### src/logic/sgcr_map.svh
`ifndef SGCR_MAP_SVH
`define SGCR_MAP_SVH

// ----------------------------------------
// Register offsets
// ----------------------------------------
`define SGCR_OFS_CTRL4      8'h06
`define SGCR_OFS_STORM_LOW  8'h07
`define SGCR_OFS_FTEST_A    8'h08
`define SGCR_OFS_FTEST_B    8'h09
`define SGCR_OFS_FTEST_C    8'h0A
`define SGCR_OFS_LED_TPID   8'h0B

// ----------------------------------------
// Field positions
// ----------------------------------------
`define SGCR_BIT_FLOW       5
`define SGCR_BIT_SPEED10    4
`define SGCR_BIT_NULLVID    3
`define SGCR_BIT_LED_MODE   1
`define SGCR_BIT_TPID       0

// ----------------------------------------
// Reset values
// ----------------------------------------
`define SGCR_RST_CTRL4      8'h00
`define SGCR_RST_STORM_LOW  8'h4A
`define SGCR_RST_FTEST_A    8'h24
`define SGCR_RST_FTEST_B    8'h28
`define SGCR_RST_FTEST_C    8'h24
`define SGCR_RST_LED_TPID   8'h00

// ----------------------------------------
// Timing and frame limits
// ----------------------------------------
`define SGCR_CLK_KHZ            125000
`define SGCR_PERIOD_FAST_MS     50
`define SGCR_PERIOD_SLOW_MS     500
`define SGCR_PERIOD_FAST_CYC    (`SGCR_PERIOD_FAST_MS * `SGCR_CLK_KHZ)
`define SGCR_PERIOD_SLOW_CYC    (`SGCR_PERIOD_SLOW_MS * `SGCR_CLK_KHZ)
`define SGCR_MAX_TAGGED         11'h5F2
`define SGCR_MAX_UNTAGGED       11'h5EE
`define SGCR_MAX_RELAXED        11'h600

`endif

### src/logic/sgcr_pkg.sv
package sgcr_pkg;

    // Host register access, one request per cycle
    typedef struct packed {
        logic       wr;
        logic [7:0] addr;
        logic [7:0] data;
    } sgcr_wr_s;

    // Per-port link state used by the LED display
    typedef struct packed {
        logic link;
        logic act;
        logic full_duplex;
        logic col;
        logic speed100;
    } sgcr_port_s;

    typedef enum logic [0:0] {
        SGCR_LOAD_STRAPS = 1'b0,
        SGCR_RUN         = 1'b1
    } sgcr_state_e;

endpackage : sgcr_pkg

### src/logic/sgcr_global_ctrl.sv
`timescale 1ns/1ps
`default_nettype none
`include "sgcr_map.svh"

module sgcr_global_ctrl
    import sgcr_pkg::*;
#(
    parameter int unsigned PERIOD_FAST_CYC = `SGCR_PERIOD_FAST_CYC,
    parameter int unsigned PERIOD_SLOW_CYC = `SGCR_PERIOD_SLOW_CYC
) (
    // Clock and reset
    input  wire logic            clk_i,
    input  wire logic            nrst_i,
    // Strap pins
    input  wire logic            flow_ctrl_strap_pin_i,
    input  wire logic            speed_strap_pin_i,
    input  wire logic            led_mode_strap_pin_i,
    input  wire logic            size_check_strap_pin_i,
    // Register access
    input  wire sgcr_wr_s        reg_req_i,
    output logic      [7:0]      reg_rdata_o,
    // Switch MII controls
    output logic                 flow_ctrl_en_o,
    output logic                 ten_megabit_mode_o,
    output logic                 special_tpid_en_o,
    // Null VID replacement
    input  wire logic     [11:0] rx_vid_i,
    input  wire logic     [11:0] port_vid_i,
    output logic          [11:0] vid_o,
    // Broadcast storm
    output logic          [10:0] storm_threshold_o,
    output logic                 tick_hundred_o,
    output logic                 tick_ten_o,
    // Frame size check
    input  wire logic     [10:0] frame_len_i,
    input  wire logic            frame_tagged_i,
    output logic                 frame_drop_o,
    // LEDs
    input  wire sgcr_port_s [4:0] port_state_i,
    output logic           [4:0] port_led_two_o,
    output logic           [4:0] port_led_one_o,
    output logic           [4:0] port_led_zero_o
);

    // ----------------------------------------
    // Registers
    // ----------------------------------------
    logic [7:0]  ctrl4;
    logic [7:0]  storm_low;
    logic [7:0]  ftest_a;
    logic [7:0]  ftest_b;
    logic [7:0]  ftest_c;
    logic [1:0]  led_tpid;
    logic        size_check_off;
    sgcr_state_e state;

    function automatic logic hit(input sgcr_wr_s r, input logic [7:0] ofs);
        hit = r.wr && (r.addr == ofs);
    endfunction : hit

    // Straps cannot be loaded under async reset; catch them at the first edge after release
    always_ff @(posedge clk_i or negedge nrst_i) begin
        if (!nrst_i) begin
            state <= SGCR_LOAD_STRAPS;
        end else begin
            state <= SGCR_RUN;
        end
    end

    // A write in the strap-load cycle wins over the strap
    always_ff @(posedge clk_i or negedge nrst_i) begin
        if (!nrst_i) begin
            ctrl4 <= `SGCR_RST_CTRL4;
        end else if (hit(reg_req_i, `SGCR_OFS_CTRL4)) begin
            ctrl4 <= reg_req_i.data;
        end else if (state == SGCR_LOAD_STRAPS) begin
            ctrl4[`SGCR_BIT_FLOW]    <= flow_ctrl_strap_pin_i;
            ctrl4[`SGCR_BIT_SPEED10] <= speed_strap_pin_i;
        end
    end

    always_ff @(posedge clk_i or negedge nrst_i) begin
        if (!nrst_i) begin
            led_tpid <= 2'(`SGCR_RST_LED_TPID);
        end else if (hit(reg_req_i, `SGCR_OFS_LED_TPID)) begin
            led_tpid <= reg_req_i.data[1:0];
        end else if (state == SGCR_LOAD_STRAPS) begin
            led_tpid[`SGCR_BIT_LED_MODE] <= led_mode_strap_pin_i;
        end
    end

    always_ff @(posedge clk_i or negedge nrst_i) begin
        if (!nrst_i) begin
            size_check_off <= 1'b0;
        end else if (state == SGCR_LOAD_STRAPS) begin
            size_check_off <= size_check_strap_pin_i;
        end
    end

    always_ff @(posedge clk_i or negedge nrst_i) begin
        if (!nrst_i) begin
            storm_low <= `SGCR_RST_STORM_LOW;
            ftest_a   <= `SGCR_RST_FTEST_A;
            ftest_b   <= `SGCR_RST_FTEST_B;
            ftest_c   <= `SGCR_RST_FTEST_C;
        end else begin
            if (hit(reg_req_i, `SGCR_OFS_STORM_LOW)) storm_low <= reg_req_i.data;
            if (hit(reg_req_i, `SGCR_OFS_FTEST_A))   ftest_a   <= reg_req_i.data;
            if (hit(reg_req_i, `SGCR_OFS_FTEST_B))   ftest_b   <= reg_req_i.data;
            if (hit(reg_req_i, `SGCR_OFS_FTEST_C))   ftest_c   <= reg_req_i.data;
        end
    end

    // ----------------------------------------
    // Read port
    // ----------------------------------------
    logic [7:0] next_rdata;

    always_comb begin
        unique case (reg_req_i.addr)
            `SGCR_OFS_CTRL4:     next_rdata = ctrl4;
            `SGCR_OFS_STORM_LOW: next_rdata = storm_low;
            `SGCR_OFS_FTEST_A:   next_rdata = ftest_a;
            `SGCR_OFS_FTEST_B:   next_rdata = ftest_b;
            `SGCR_OFS_FTEST_C:   next_rdata = ftest_c;
            `SGCR_OFS_LED_TPID:  next_rdata = {6'h00, led_tpid};
            default:             next_rdata = 8'h00;
        endcase
    end

    always_ff @(posedge clk_i or negedge nrst_i) begin
        if (!nrst_i) begin
            reg_rdata_o <= 8'h00;
        end else begin
            reg_rdata_o <= next_rdata;
        end
    end

    // ----------------------------------------
    // Control outputs
    // ----------------------------------------
    assign flow_ctrl_en_o     = ctrl4[`SGCR_BIT_FLOW];
    assign ten_megabit_mode_o = ctrl4[`SGCR_BIT_SPEED10];
    assign special_tpid_en_o  = led_tpid[`SGCR_BIT_TPID];
    assign storm_threshold_o  = {ctrl4[2:0], storm_low};

    always_ff @(posedge clk_i or negedge nrst_i) begin
        if (!nrst_i) begin
            vid_o <= 12'h000;
        end else if (ctrl4[`SGCR_BIT_NULLVID] && (rx_vid_i == 12'h000)) begin
            vid_o <= port_vid_i;
        end else begin
            vid_o <= rx_vid_i;
        end
    end

    // ----------------------------------------
    // Storm measurement periods
    // ----------------------------------------
    logic [25:0] cnt_fast;
    logic [25:0] cnt_slow;

    // Both periods run free so ports at either speed always have a window
    always_ff @(posedge clk_i or negedge nrst_i) begin
        if (!nrst_i) begin
            cnt_fast       <= 26'h0000000;
            cnt_slow       <= 26'h0000000;
            tick_hundred_o <= 1'b0;
            tick_ten_o     <= 1'b0;
        end else begin
            tick_hundred_o <= (cnt_fast == 26'(PERIOD_FAST_CYC - 1));
            tick_ten_o     <= (cnt_slow == 26'(PERIOD_SLOW_CYC - 1));
            cnt_fast <= (cnt_fast == 26'(PERIOD_FAST_CYC - 1)) ? 26'h0000000 : cnt_fast + 26'h1;
            cnt_slow <= (cnt_slow == 26'(PERIOD_SLOW_CYC - 1)) ? 26'h0000000 : cnt_slow + 26'h1;
        end
    end

    // ----------------------------------------
    // Frame size check and LEDs
    // ----------------------------------------
    logic [10:0] max_len;

    // Special-TPID frames from the CPU carry an extra tag, so the relaxed limit applies
    always_comb begin
        if (size_check_off || special_tpid_en_o) begin
            max_len = `SGCR_MAX_RELAXED;
        end else if (frame_tagged_i) begin
            max_len = `SGCR_MAX_TAGGED;
        end else begin
            max_len = `SGCR_MAX_UNTAGGED;
        end
    end

    always_ff @(posedge clk_i or negedge nrst_i) begin
        if (!nrst_i) begin
            frame_drop_o <= 1'b0;
        end else begin
            frame_drop_o <= (frame_len_i > max_len);
        end
    end

    always_ff @(posedge clk_i or negedge nrst_i) begin
        if (!nrst_i) begin
            port_led_two_o  <= 5'h00;
            port_led_one_o  <= 5'h00;
            port_led_zero_o <= 5'h00;
        end else begin
            for (int p = 0; p < 5; p++) begin
                if (led_tpid[`SGCR_BIT_LED_MODE]) begin
                    port_led_two_o[p]  <= port_state_i[p].link && port_state_i[p].speed100;
                    port_led_one_o[p]  <= port_state_i[p].link && !port_state_i[p].speed100;
                    port_led_zero_o[p] <= port_state_i[p].full_duplex;
                end else begin
                    port_led_two_o[p]  <= port_state_i[p].link;
                    port_led_one_o[p]  <= port_state_i[p].full_duplex;
                    port_led_zero_o[p] <= port_state_i[p].speed100;
                end
            end
        end
    end
endmodule : sgcr_global_ctrl

`default_nettype wire

### config.mk
export PLATFORM = sky130hd
export DESIGN_NAME = sgcr_global_ctrl
export DESIGN_NICKNAME = d
export VERILOG_FILES = /design/src/logic/sgcr_pkg.sv /design/src/logic/sgcr_global_ctrl.sv
export VERILOG_INCLUDE_DIRS = /design/src /design/src/logic
export SDC_FILE = /design/constraint.sdc
export NUM_CORES = 1
export LEC_CHECK = 0
export ABC_AREA = 1
export BUFFER_PORTS_ARGS = -buffer_cell sky130_fd_sc_hd__buf_2
export CAP_MARGIN = 20
export CORE_AREA = 2 2 120 122
export CTS_CLUSTER_DIAMETER = 120
export DETAILED_ROUTE_END_ITERATION = 10
export DIE_AREA = 0 0 122 124
export GPL_ROUTABILITY_DRIVEN = 0
export PLACE_DENSITY_LB_ADDON = 0.08
export SKIP_CTS_REPAIR_TIMING = 1
export SYNTH_ARGS = -nofsm -noshare
export SYNTH_HDL_FRONTEND = slang
export SYNTH_SLANG_ARGS = --single-unit
### constraint.sdc
create_clock -name clk_i -period 1.8 [get_ports clk_i]
set_input_delay 0.18 -clock clk_i [delete_from_list [all_inputs] [get_ports clk_i]]
set_output_delay 0.18 -clock clk_i [all_outputs]
set_load 0.01 [all_outputs]
==> results of run 1 <==
[layer usage]
metal	up-vias	wire length, um	part of all wire, %
met5	-	0	0
met4	0	269	1.7
met2	87	8110	50
met1	2707	7220	45
met3	23	483	3.0
li1	2967	-	-
[worst reg2reg max path: stages, from the launching register on]
cell and delay [ns]:
dfrtp_1 0.43, inv_1 0.07, nand2_1 0.06, or2_2 0.29, ha_1 0.27, nand2_1 0.04
nor2_1 0.15, nand3_1 0.10, nand3_1 0.07, nand2_1 0.05, inv_1 0.04
[synth_stat cells, types with 5 or more instances]
| cell type | n | area, um2 |
|---|---|---|
| a21boi_0 | 5 | 37.5 |
| a21oi_1 | 14 | 70.1 |
| buf_6 | 5 | 56.3 |
| clkbuf_1 | 5 | 18.8 |
| dfrtp_1 | 125 | 3130 |
| dfstp_2 | 9 | 236 |
| ha_1 | 8 | 100 |
| inv_1 | 116 | 435 |
| inv_2 | 9 | 33.8 |
| nand2_1 | 208 | 781 |
| nand3_1 | 61 | 305 |
| nand4_1 | 26 | 163 |
| nor2_1 | 102 | 383 |
| nor2_2 | 7 | 43.8 |
| nor3_1 | 19 | 95.1 |
| o21a_1 | 6 | 45.0 |
| o21ai_0 | 19 | 95.1 |
| o21ai_1 | 14 | 70.1 |
| o21ai_2 | 16 | 140 |
| xnor2_1 | 8 | 70.1 |
| xor2_1 | 17 | 149 |
[stage by stage]
step	worst slack, ns	instances	hold slack [ns]
floorplan	0.160	830	-0.116
global placement	0.173	1142	0.133
detailed placement	0.171	1142	0.128
CTS	0.128	1174	-0.317
global route	-0.0104	1195	0.00677
finish	0.0816	1195	-0.0231
[cell usage in the layout (no fill, tap or decap), drive strengths merged]
master / instances
a21boi: 5
a21oi: 14
and2: 1
buf: 145
bufinv: 5
clkbuf: 21
clkinv: 4
clkinvlp: 2
conb: 1
dfrtp: 125
dfstp: 9
dlygate4sd3: 21
ha: 8
inv: 126
nand2: 214
nand3: 61
nand3b: 3
nand4: 26
nor2: 112
nor3: 22
nor4: 1
o211ai: 3
o21a: 6
o21ai: 49
o21bai: 2
or2: 4
xnor2: 8
xor2: 17
[report_power, final]
| part | switching (W) | internal [W] | leakage (nW) |
|---|---|---|---|
| logic | 0.000329 | 0.000249 | 2.43 |
| clock network | 0.00129 | 0.00254 | 0.314 |
| registers | 0.0000480 | 0.00314 | 1.72 |
| total | 0.00166 | 0.00592 | 4.46 |
[worst paths after layout]
check,to,slack [ns]
worst max-delay path,vid_o[5]$_DFF_PN0_,0.08
worst min-delay path,vid_o[1]$_DFF_PN0_,-0.02
worst max register to register,frame_drop_o$_DFF_PN0_,0.17
worst min register to register,cnt_slow[0]$_DFF_PN0_,0.47
max in group asynchronous,storm_low[3]$_DFFE_PN1P_,0.91
min in group asynchronous,cnt_fast[0]$_DFF_PN0_,0.25
[state kept, by name, summed over array words and instances (netlist names), 8 cells and up]
signal	cells
cnt_fast	26
ftest_b	8
ftest_c	8
ftest_a	8
reg_rdata_o	8
ctrl4	8
vid_o	12
cnt_slow	26
storm_low	8
[kinds of logic after synthesis]
kind of cell	Yosys count
xor+xnor	25
other cells	1
fa+ha+maj	8
simple gates	444
flops	134
compound gates	79
buf+inv	139
[layout make-up]
class	count	area, um2
clock buffer	21	460
tap	180	225
timing repair buffer	166	1030
multi-input combinational	557	2820
fill	1259	5150
clock inverter	11	196
inverter	126	473
sequential	134	3360
==> reports/results.ini, run 1 <==
[status]
outcome=finished with violations
violations=hold timing

[logic_synthesis]
yosys_warnings=0
synth_edf_count=0
yosysUniqueCellTypes=38
netlist_area_um2=6740
synth_top_family_by_area=simple AND/OR/NAND/NOR gates
synth_compound_area_share_pct=7.50
synth_mux_area_share_pct=0
synthCells=830
synth_seq_area_share_pct=49.9
synthSimpleGateAreaFrac_pct=29.3
synthFlopType=dfrtp_1
synthArstFlopShare_pct=100
syn_nets=922
ys_ff_latch=134
synthAdderAreaFrac_pct=1.49
syn_avg_cell_area_um2=8.12
synth_xor_area_share_pct=3.25

[cts]
cts_tree=built
cts.sinks=134
h-tree-depth=4
cts.root.buffer_cell=clkbuf_16
numCtsBuffers=17
clockBufferDepth=2
clock_latency_ns=0.42
clk_pin_slew_ns=0.06

[grt]
grt_pass1_vias=5498
gr-total-overflow=0
grt_usage_pct=22.2
grt_max_degree=45
met1_usage_pct=28.5
grt_pass1_wl_um=26000
busiest_layer=met2
grt_antenna_before_repair=0
grt_use_met2_pct=37.4
met3_usage_pct=5.45

[critical_path]
worst_r2r_startpoint=led_tpid[0]$_DFFE_PN0P_
cp_slowest_cell=dlygate4sd3_1
cp.depth=9
crit_chain=dlygate4sd3_1, buf_2, inv_1, nand4_1, nor3_1, buf_4, nand3_1, nand2_1, dlygate4sd3_1
cp-start-kind=primary input
cp-end-kind=register
r2r_cells=10
startpoint=rx_vid_i[4]
critPathBufInv=5
critPathMaxFanout=12
required_ns=2.16
critPathKind=primary input to register
crit_path_frequent_cell=dlygate4sd3_1
cp.arrival_ns=2.08
max_stage_delay_ns=0.57
cp_top_family=buffers and inverters

[flow_run]
cap_violations=0

[placed_design]
dpl.hpwl_um=11700
io_buffer_count=125
dpl_cell_area_um2=7690

[die]
io_pins=136
dieHeight_um=124
fp-row-count=43
fp.dieArea_um2=15100
die_w_um=122
core_region_area_um2=13700
start_util_pct=49.1

[sta]
max_freq_mhz=582
hold_ws_ns=-0.0231
drv_slew=0
skew_ns=0.00576
fin_crit_sh_pct=95.5
finalSetupTns_ns=0
finalHoldViolCount=8
finalCriticalPeriod_ns=1.72
setup_viol_count_final=0

[hold_path]
hold_path.class=primary input to register
min-delay-start=rx_vid_i[1]
whs_path_depth=3

[layout]
area_delta_synth_final_pct=27.1
finalCoreUtilization_pct=62.5
diodes=0
final_area_um2=8570
drive_gt1_share_pct=23.2
finalNetCount=1094

[detailed_routing]
vias_per_cell=4.84
drt-pass1-iter-count=5
drc=0
ant_nets=0
vias=5784
wl_per_cell_um=13.5
drt_iter0_markers=358
wirelength_um=16100

[power_and_ir_drop]
ir_drop_uv=759
p_leak_nw=4.46
power.total_w=0.00758
powerDensity_nw_per_um2=885

Note: power is estimated with default switching activity, not from simulation.
==> run 2, diff against run 1 <==
CORE_AREA = 2 2 133 109   (was 2 2 120 122)
DIE_AREA = 0 0 135 111   (was 0 0 122 124)
==> run 2 against run 1 <==
  * The run still ends with hold timing left
  * Power shrank 6.0%
  * Sequential share of layout area grew 0.34 points
  * Design area shrank 0.85%
  * Cell count grew 0.59%
  * Global-route usage shrank 0.15 points
  * Setup slack gained 0.044 ns
  * Largest cell class unchanged
==> reports/results.ini, run 2 (synthesized netlist as in run 1, its figures left out) <==
[status]
outcome=finished with violations
violations=hold timing

[critical_path]
reg2reg_slack_ns=0.14
critPathKind=primary input to register
critPathMaxFanout=8
max_stage_delay_ns=0.53
cp_top_family=buffers and inverters
cp-start-kind=primary input
timing.rr.end=frame_drop_o$_DFF_PN0_
cp-end-kind=register
cp_slowest_cell=dlygate4sd3_1
required_ns=2.15
cp.arrival_ns=2.02
r2r_cells=10
crit_path_frequent_cell=dlygate4sd3_1
critPathBufInv=4
worst_r2r_startpoint=led_tpid[0]$_DFFE_PN0P_
crit_chain=dlygate4sd3_1, buf_2, nor4_1, buf_4, nand3_1, nand2_1, dlygate4sd3_1

[layout]
drive_gt1_share_pct=23.1
n_fill_cell=1272
reg_top3=cnt_fast: 26 flops, cnt_slow: 26 flops, vid_o: 12 flops
diodes=0
final_cell_mix=nand2_1 (208), dfrtp_1 (125), buf_2 (124)
final_cells=1202
area_delta_synth_final_pct=26.1
final_common_cell=nand2_1
finalNetCount=1097
finalCoreUtilization_pct=61.3

[cts]
cts.sinks=134
clock_latency_ns=0.42
numCtsBuffers=17
cts.root.buffer_cell=clkbuf_16
clockBufferDepth=2
h-tree-depth=4
cts_tree=built
clk_pin_slew_ns=0.05

[hold_path]
min-delay-start=rx_vid_i[8]
whs_path_depth=3
hold_end=vid_o[8]$_DFF_PN0_
hold_path.class=primary input to register

[grt]
gr-total-overflow=0
grt_pass1_vias=5536
grt_antenna_before_repair=0
grt_max_degree=46
grt_usage_pct=22.1
grt_pass1_wl_um=26200

[detailed_routing]
wirelength_um=15300
drt-pass1-iter-count=4
ant_nets=0
vias_per_cell=4.73
vias=5687
drt_iter0_markers=310
drc=0
wl_per_cell_um=12.7

[power_and_ir_drop]
powerDensity_nw_per_um2=839
ir_drop_uv=836
p_leak_nw=4.44

[die]
core_region_area_um2=13900
io_pins=136
fp.dieArea_um2=15000
start_util_pct=48.6
die_w_um=135
fp-row-count=39
dieHeight_um=111

[sta]
drv_slew=0
setup_viol_count_final=0
rsz0062_at_grt=false
finalSetupTns_ns=0
max_freq_mhz=597
finalHoldViolCount=4
hold_ws_ns=-0.0146
finalWorstSetupSlack_ns=0.125
finalCriticalPeriod_ns=1.67
fin_crit_sh_pct=93.0
skew_ns=0.0109

[placed_design]
pre_cts_ws_ns=0.169
placedCellCount=1148
dpl.hpwl_um=11200
io_buffer_count=125

[flow_run]
cap_violations=0

run 2: layout make-up:
| type | count | area, um2 | share of cell area (%) |
|---|---|---|---|
| sequential | 134 | 3360 | 39.6 |
| inverter | 126 | 473 | 5.57 |
| clock inverter | 9 | 101 | 1.19 |
| multi-input combinational | 557 | 2810 | 33.0 |
| timing repair buffer | 169 | 1040 | 12.3 |
| clock buffer | 23 | 478 | 5.63 |
| tap | 184 | 230 | 2.71 |
run 2: power by group:
group | switching, W | leakage (nW) | internal, W
Sequential | 0.0000500 | 1.72 | 0.00314
Clock | 0.00123 | 0.287 | 0.00214
Combinational | 0.000325 | 2.44 | 0.000250
Total | 0.00160 | 4.44 | 0.00552
run 2: worst reg2reg max path, cell delays in order (launching register included):
cell and delay (ns):
dfrtp_1 0.43, inv_1 0.07, nand2_1 0.06, or2_2 0.29, ha_1 0.28, nand2_1 0.04
nor2_1 0.16, nand3_1 0.10, nand3_1 0.08, nand2_1 0.05, inv_1 0.05
run 2: stage by stage:
stage               total power [W]  cell area [um2]
global placement            0.00377             7690
detailed placement          0.00378             7690
floorplan                   0.00349             6740
finish                      0.00713             8500
CTS                         0.00718             8270
global route                0.00744             8500
run 2: layer usage:
metal	track usage (%)	vias up	routed length, um
met5	0	-	0
met4	4.24	0	95
met3	6.81	9	862
met2	32.6	121	6690
met1	32.3	2583	7640
li1	-	2974	-
run 2: worst max-delay path by stage:
| stage | end | depth (start not counted) | from | slack (ns) |
|---|---|---|---|---|
| CTS | frame_drop_o$_DFF_PN0_ | 10 | led_tpid[0]$_DFFE_PN0P_ | 0.16 |
| floorplan | frame_drop_o$_DFF_PN0_ | 10 | led_tpid[0]$_DFFE_PN0P_ | 0.16 |
| detailed placement | frame_drop_o$_DFF_PN0_ | 10 | led_tpid[0]$_DFFE_PN0P_ | 0.17 |
| global placement | frame_drop_o$_DFF_PN0_ | 10 | led_tpid[0]$_DFFE_PN0P_ | 0.18 |
| finish | vid_o[11]$_DFF_PN0_ | 7 | rx_vid_i[11] | 0.13 |
| global route | vid_o[11]$_DFF_PN0_ | 7 | rx_vid_i[11] | 0.002 |
==> run 3, diff against run 2 <==
ABC_AREA = unset   (was 1)
CORE_AREA = 2 2 128 105   (was 2 2 133 109)
DIE_AREA = 0 0 130 107   (was 0 0 135 111)
==> run 3 against run 2 <==
  * The run ends with hold timing, setup timing left
  * Register-to-register slack worse by 0.22 ns
  * Utilization increased by 7.0 points
  * Sequential share of layout area fell by 0.51 points
  * Power increased by 3.3%
  * Global-route usage is 0.14 points higher
  * Wire length increased by 1.1%
  * Sequential cell count is the same
  * Combinational power up 16%
  * Largest cell class unchanged
==> reports/results.ini, run 3 <==
[sta]
skew_ns=0.00378
rsz0062_at_grt=true
drv_slew=0
worst_pin_slew_ns=0.592
finalCriticalPeriod_ns=1.88
slew_headroom_pct=60.5
max_freq_mhz=531
hold_ws_ns=-0.00953
fin_crit_sh_pct=105
setup_viol_count_final=1
finalWorstSetupSlack_ns=-0.0822
finalHoldViolCount=2

[grt]
met1_usage_pct=29.5
busiest_layer=met2
grt_pass1_wl_um=24100
grt_antenna_before_repair=0
gr-total-overflow=0
grt_use_met2_pct=35.3
met3_usage_pct=6.64
grt_pass1_vias=5023
grt_max_degree=62
grt_usage_pct=22.2

[hold_path]
hold_path.class=primary input to register

[logic_synthesis]
synth_top_cell_by_area=dfrtp_1
ys_ff_latch=134
yosysUniqueCellTypes=56
yosys_warnings=0
synthCells=545
synth_seq_area_share_pct=54.2
synthFlopType=dfrtp_1
syn_avg_cell_area_um2=11.4
yosysMostFrequentCell=dfrtp_1
synthArstFlopShare_pct=100
syn_nets=637
netlist_area_um2=6200
synth_area_leaders=dfrtp_1 (50%), mux2_2 (7.3%), dfstp_2 (3.8%), nand3_1 (2.7%), mux2i_1 (2.4%)
synth.cells.most_frequent=dfrtp_1 (125), mux2_2 (40), nand3_1 (34)
yosysTopAreaCellShare_pct=50.4
synth_edf_count=0

[die]
core_region_area_um2=12600
start_util_pct=49.1
io_pins=136
dieHeight_um=107
fp.dieArea_um2=13900
die_w_um=130
fp-row-count=37

[layout]
final_area_um2=8630
final_common_cell=buf_2
finalNetCount=851
final_cells=947
finalCoreUtilization_pct=68.3
final_cell_mix=buf_2 (124), dfrtp_1 (118), buf_4 (63)
drive_gt1_share_pct=43.9
area_delta_synth_final_pct=39.1
reg_top3=cnt_fast: 26 flops, cnt_slow: 26 flops, vid_o: 12 flops
diodes=0

[critical_path]
crit_chain=or3_4, ha_4, nand2b_4, a2111oi_4, a2111oi_4, nor3b_2
cp_top_family=simple AND/OR/NAND/NOR gates
cp-start-kind=register
required_ns=2.13
cp-end-kind=register
critPathKind=register to register
critPathMaxFanout=4
cp.depth=6
reg2reg_slack_ns=-0.08
cp-endpoint=frame_drop_o$_DFF_PN0_
startpoint=size_check_off$_DFFE_PN0N_
timing.rr.end=frame_drop_o$_DFF_PN0_
max_stage_delay_ns=0.41
worst_r2r_startpoint=size_check_off$_DFFE_PN0N_
cp_slowest_cell=dfrtp_1
critPathBufInv=0
crit_path_frequent_cell=a2111oi_4
cp.arrival_ns=2.21
r2r_cells=6

[detailed_routing]
ant_nets=0
drt-pass1-iter-count=4
drc=0
wl_per_cell_um=16.3
vias_per_cell=5.37
vias=5087
drt_iter0_markers=237
wirelength_um=15400

[power_and_ir_drop]
p_leak_nw=4.19
ir_drop_uv=800
powerDensity_nw_per_um2=853
power.total_w=0.00736

[cts]
cts.sinks=134
cts.root.buffer_cell=clkbuf_16
clock_latency_ns=0.41
numCtsBuffers=17
clk_pin_slew_ns=0.06
clockBufferDepth=2
cts_tree=built
h-tree-depth=4

[flow_run]
cap_violations=0

[placed_design]
dpl.hpwl_um=10200
io_buffer_count=125
dpl_cell_area_um2=7490
placedCellCount=883

[status]
outcome=finished with violations
violations=hold timing, setup timing

[run 3: metal layers]
| metal | vias to the layer above | part of all wire [%] | wire [um] |
|---|---|---|---|
| li1 | 2407 | - | - |
| met1 | 2504 | 45 | 6890 |
| met2 | 152 | 48 | 7430 |
| met3 | 24 | 5.9 | 919 |
| met4 | 0 | 1.3 | 201 |
| met5 | - | 0 | 0 |
[run 3: worst min path at each step]
stage                                start                      endpoint  slack, ns  cells past startpoint
final                     port_state_i[12]  port_led_zero_o[2]$_DFF_PN0_      -0.01                      3
after global routing      port_state_i[12]  port_led_zero_o[2]$_DFF_PN0_      0.008                      3
after CTS                           nrst_i        frame_drop_o$_DFF_PN0_      -0.24                      1
after global placement              nrst_i        frame_drop_o$_DFF_PN0_       0.21                      1
after floorplan                     nrst_i         cnt_fast[0]$_DFF_PN0_      -0.12                      0
after detailed placement            nrst_i        frame_drop_o$_DFF_PN0_       0.20                      1
[run 3: kinds of logic after synthesis]
family                   Yosys count  share of synthesized area, %
flip-flops                       134                          54.2
buffers and inverters             40                          3.03
other                              1                        0.0605
multiplexers                      57                          10.4
AO/OA/AOI/OAI                     80                          8.69
adder cells (fa/ha/maj)            8                          1.61
XOR/XNOR                          31                          4.38
AND/OR/NAND/NOR                  194                          17.6
[run 3: area by class of cell]
| type | count | area (um2) |
|---|---|---|
| clock buffer | 20 | 457 |
| clock inverter | 12 | 151 |
| fill | 972 | 4010 |
| inverter | 15 | 56.3 |
| multi-input combinational | 371 | 2910 |
| sequential | 134 | 3370 |
| tap | 175 | 219 |
| timing repair buffer | 220 | 1470 |
[run 3: power breakdown]
part	internal (W)	switching [W]
clock network	0.00225	0.00128
registers	0.00312	0.0000465
logic	0.000328	0.000340
total	0.00570	0.00166
[run 3: worst reg2reg max path: cells and delay by family (launching register included)]
family                     cells  cell delay [ns]
and+or+nand+nor                3             0.63
adders and majority gates      1             0.31
DFF                            1             0.41
AOI/OAI and AO/OA              2             0.45
[run 3: metrics by stage]
stage	setup slack, ns	hold slack [ns]	setup TNS (ns)
after CTS	-0.257	-0.241	-0.475
after global routing	-0.126	0.00847	-0.266
final	-0.0822	-0.00953	-0.0822
after detailed placement	-0.246	0.202	-0.266
after floorplan	-0.156	-0.116	-0.159
after global placement	-0.154	0.206	-0.154
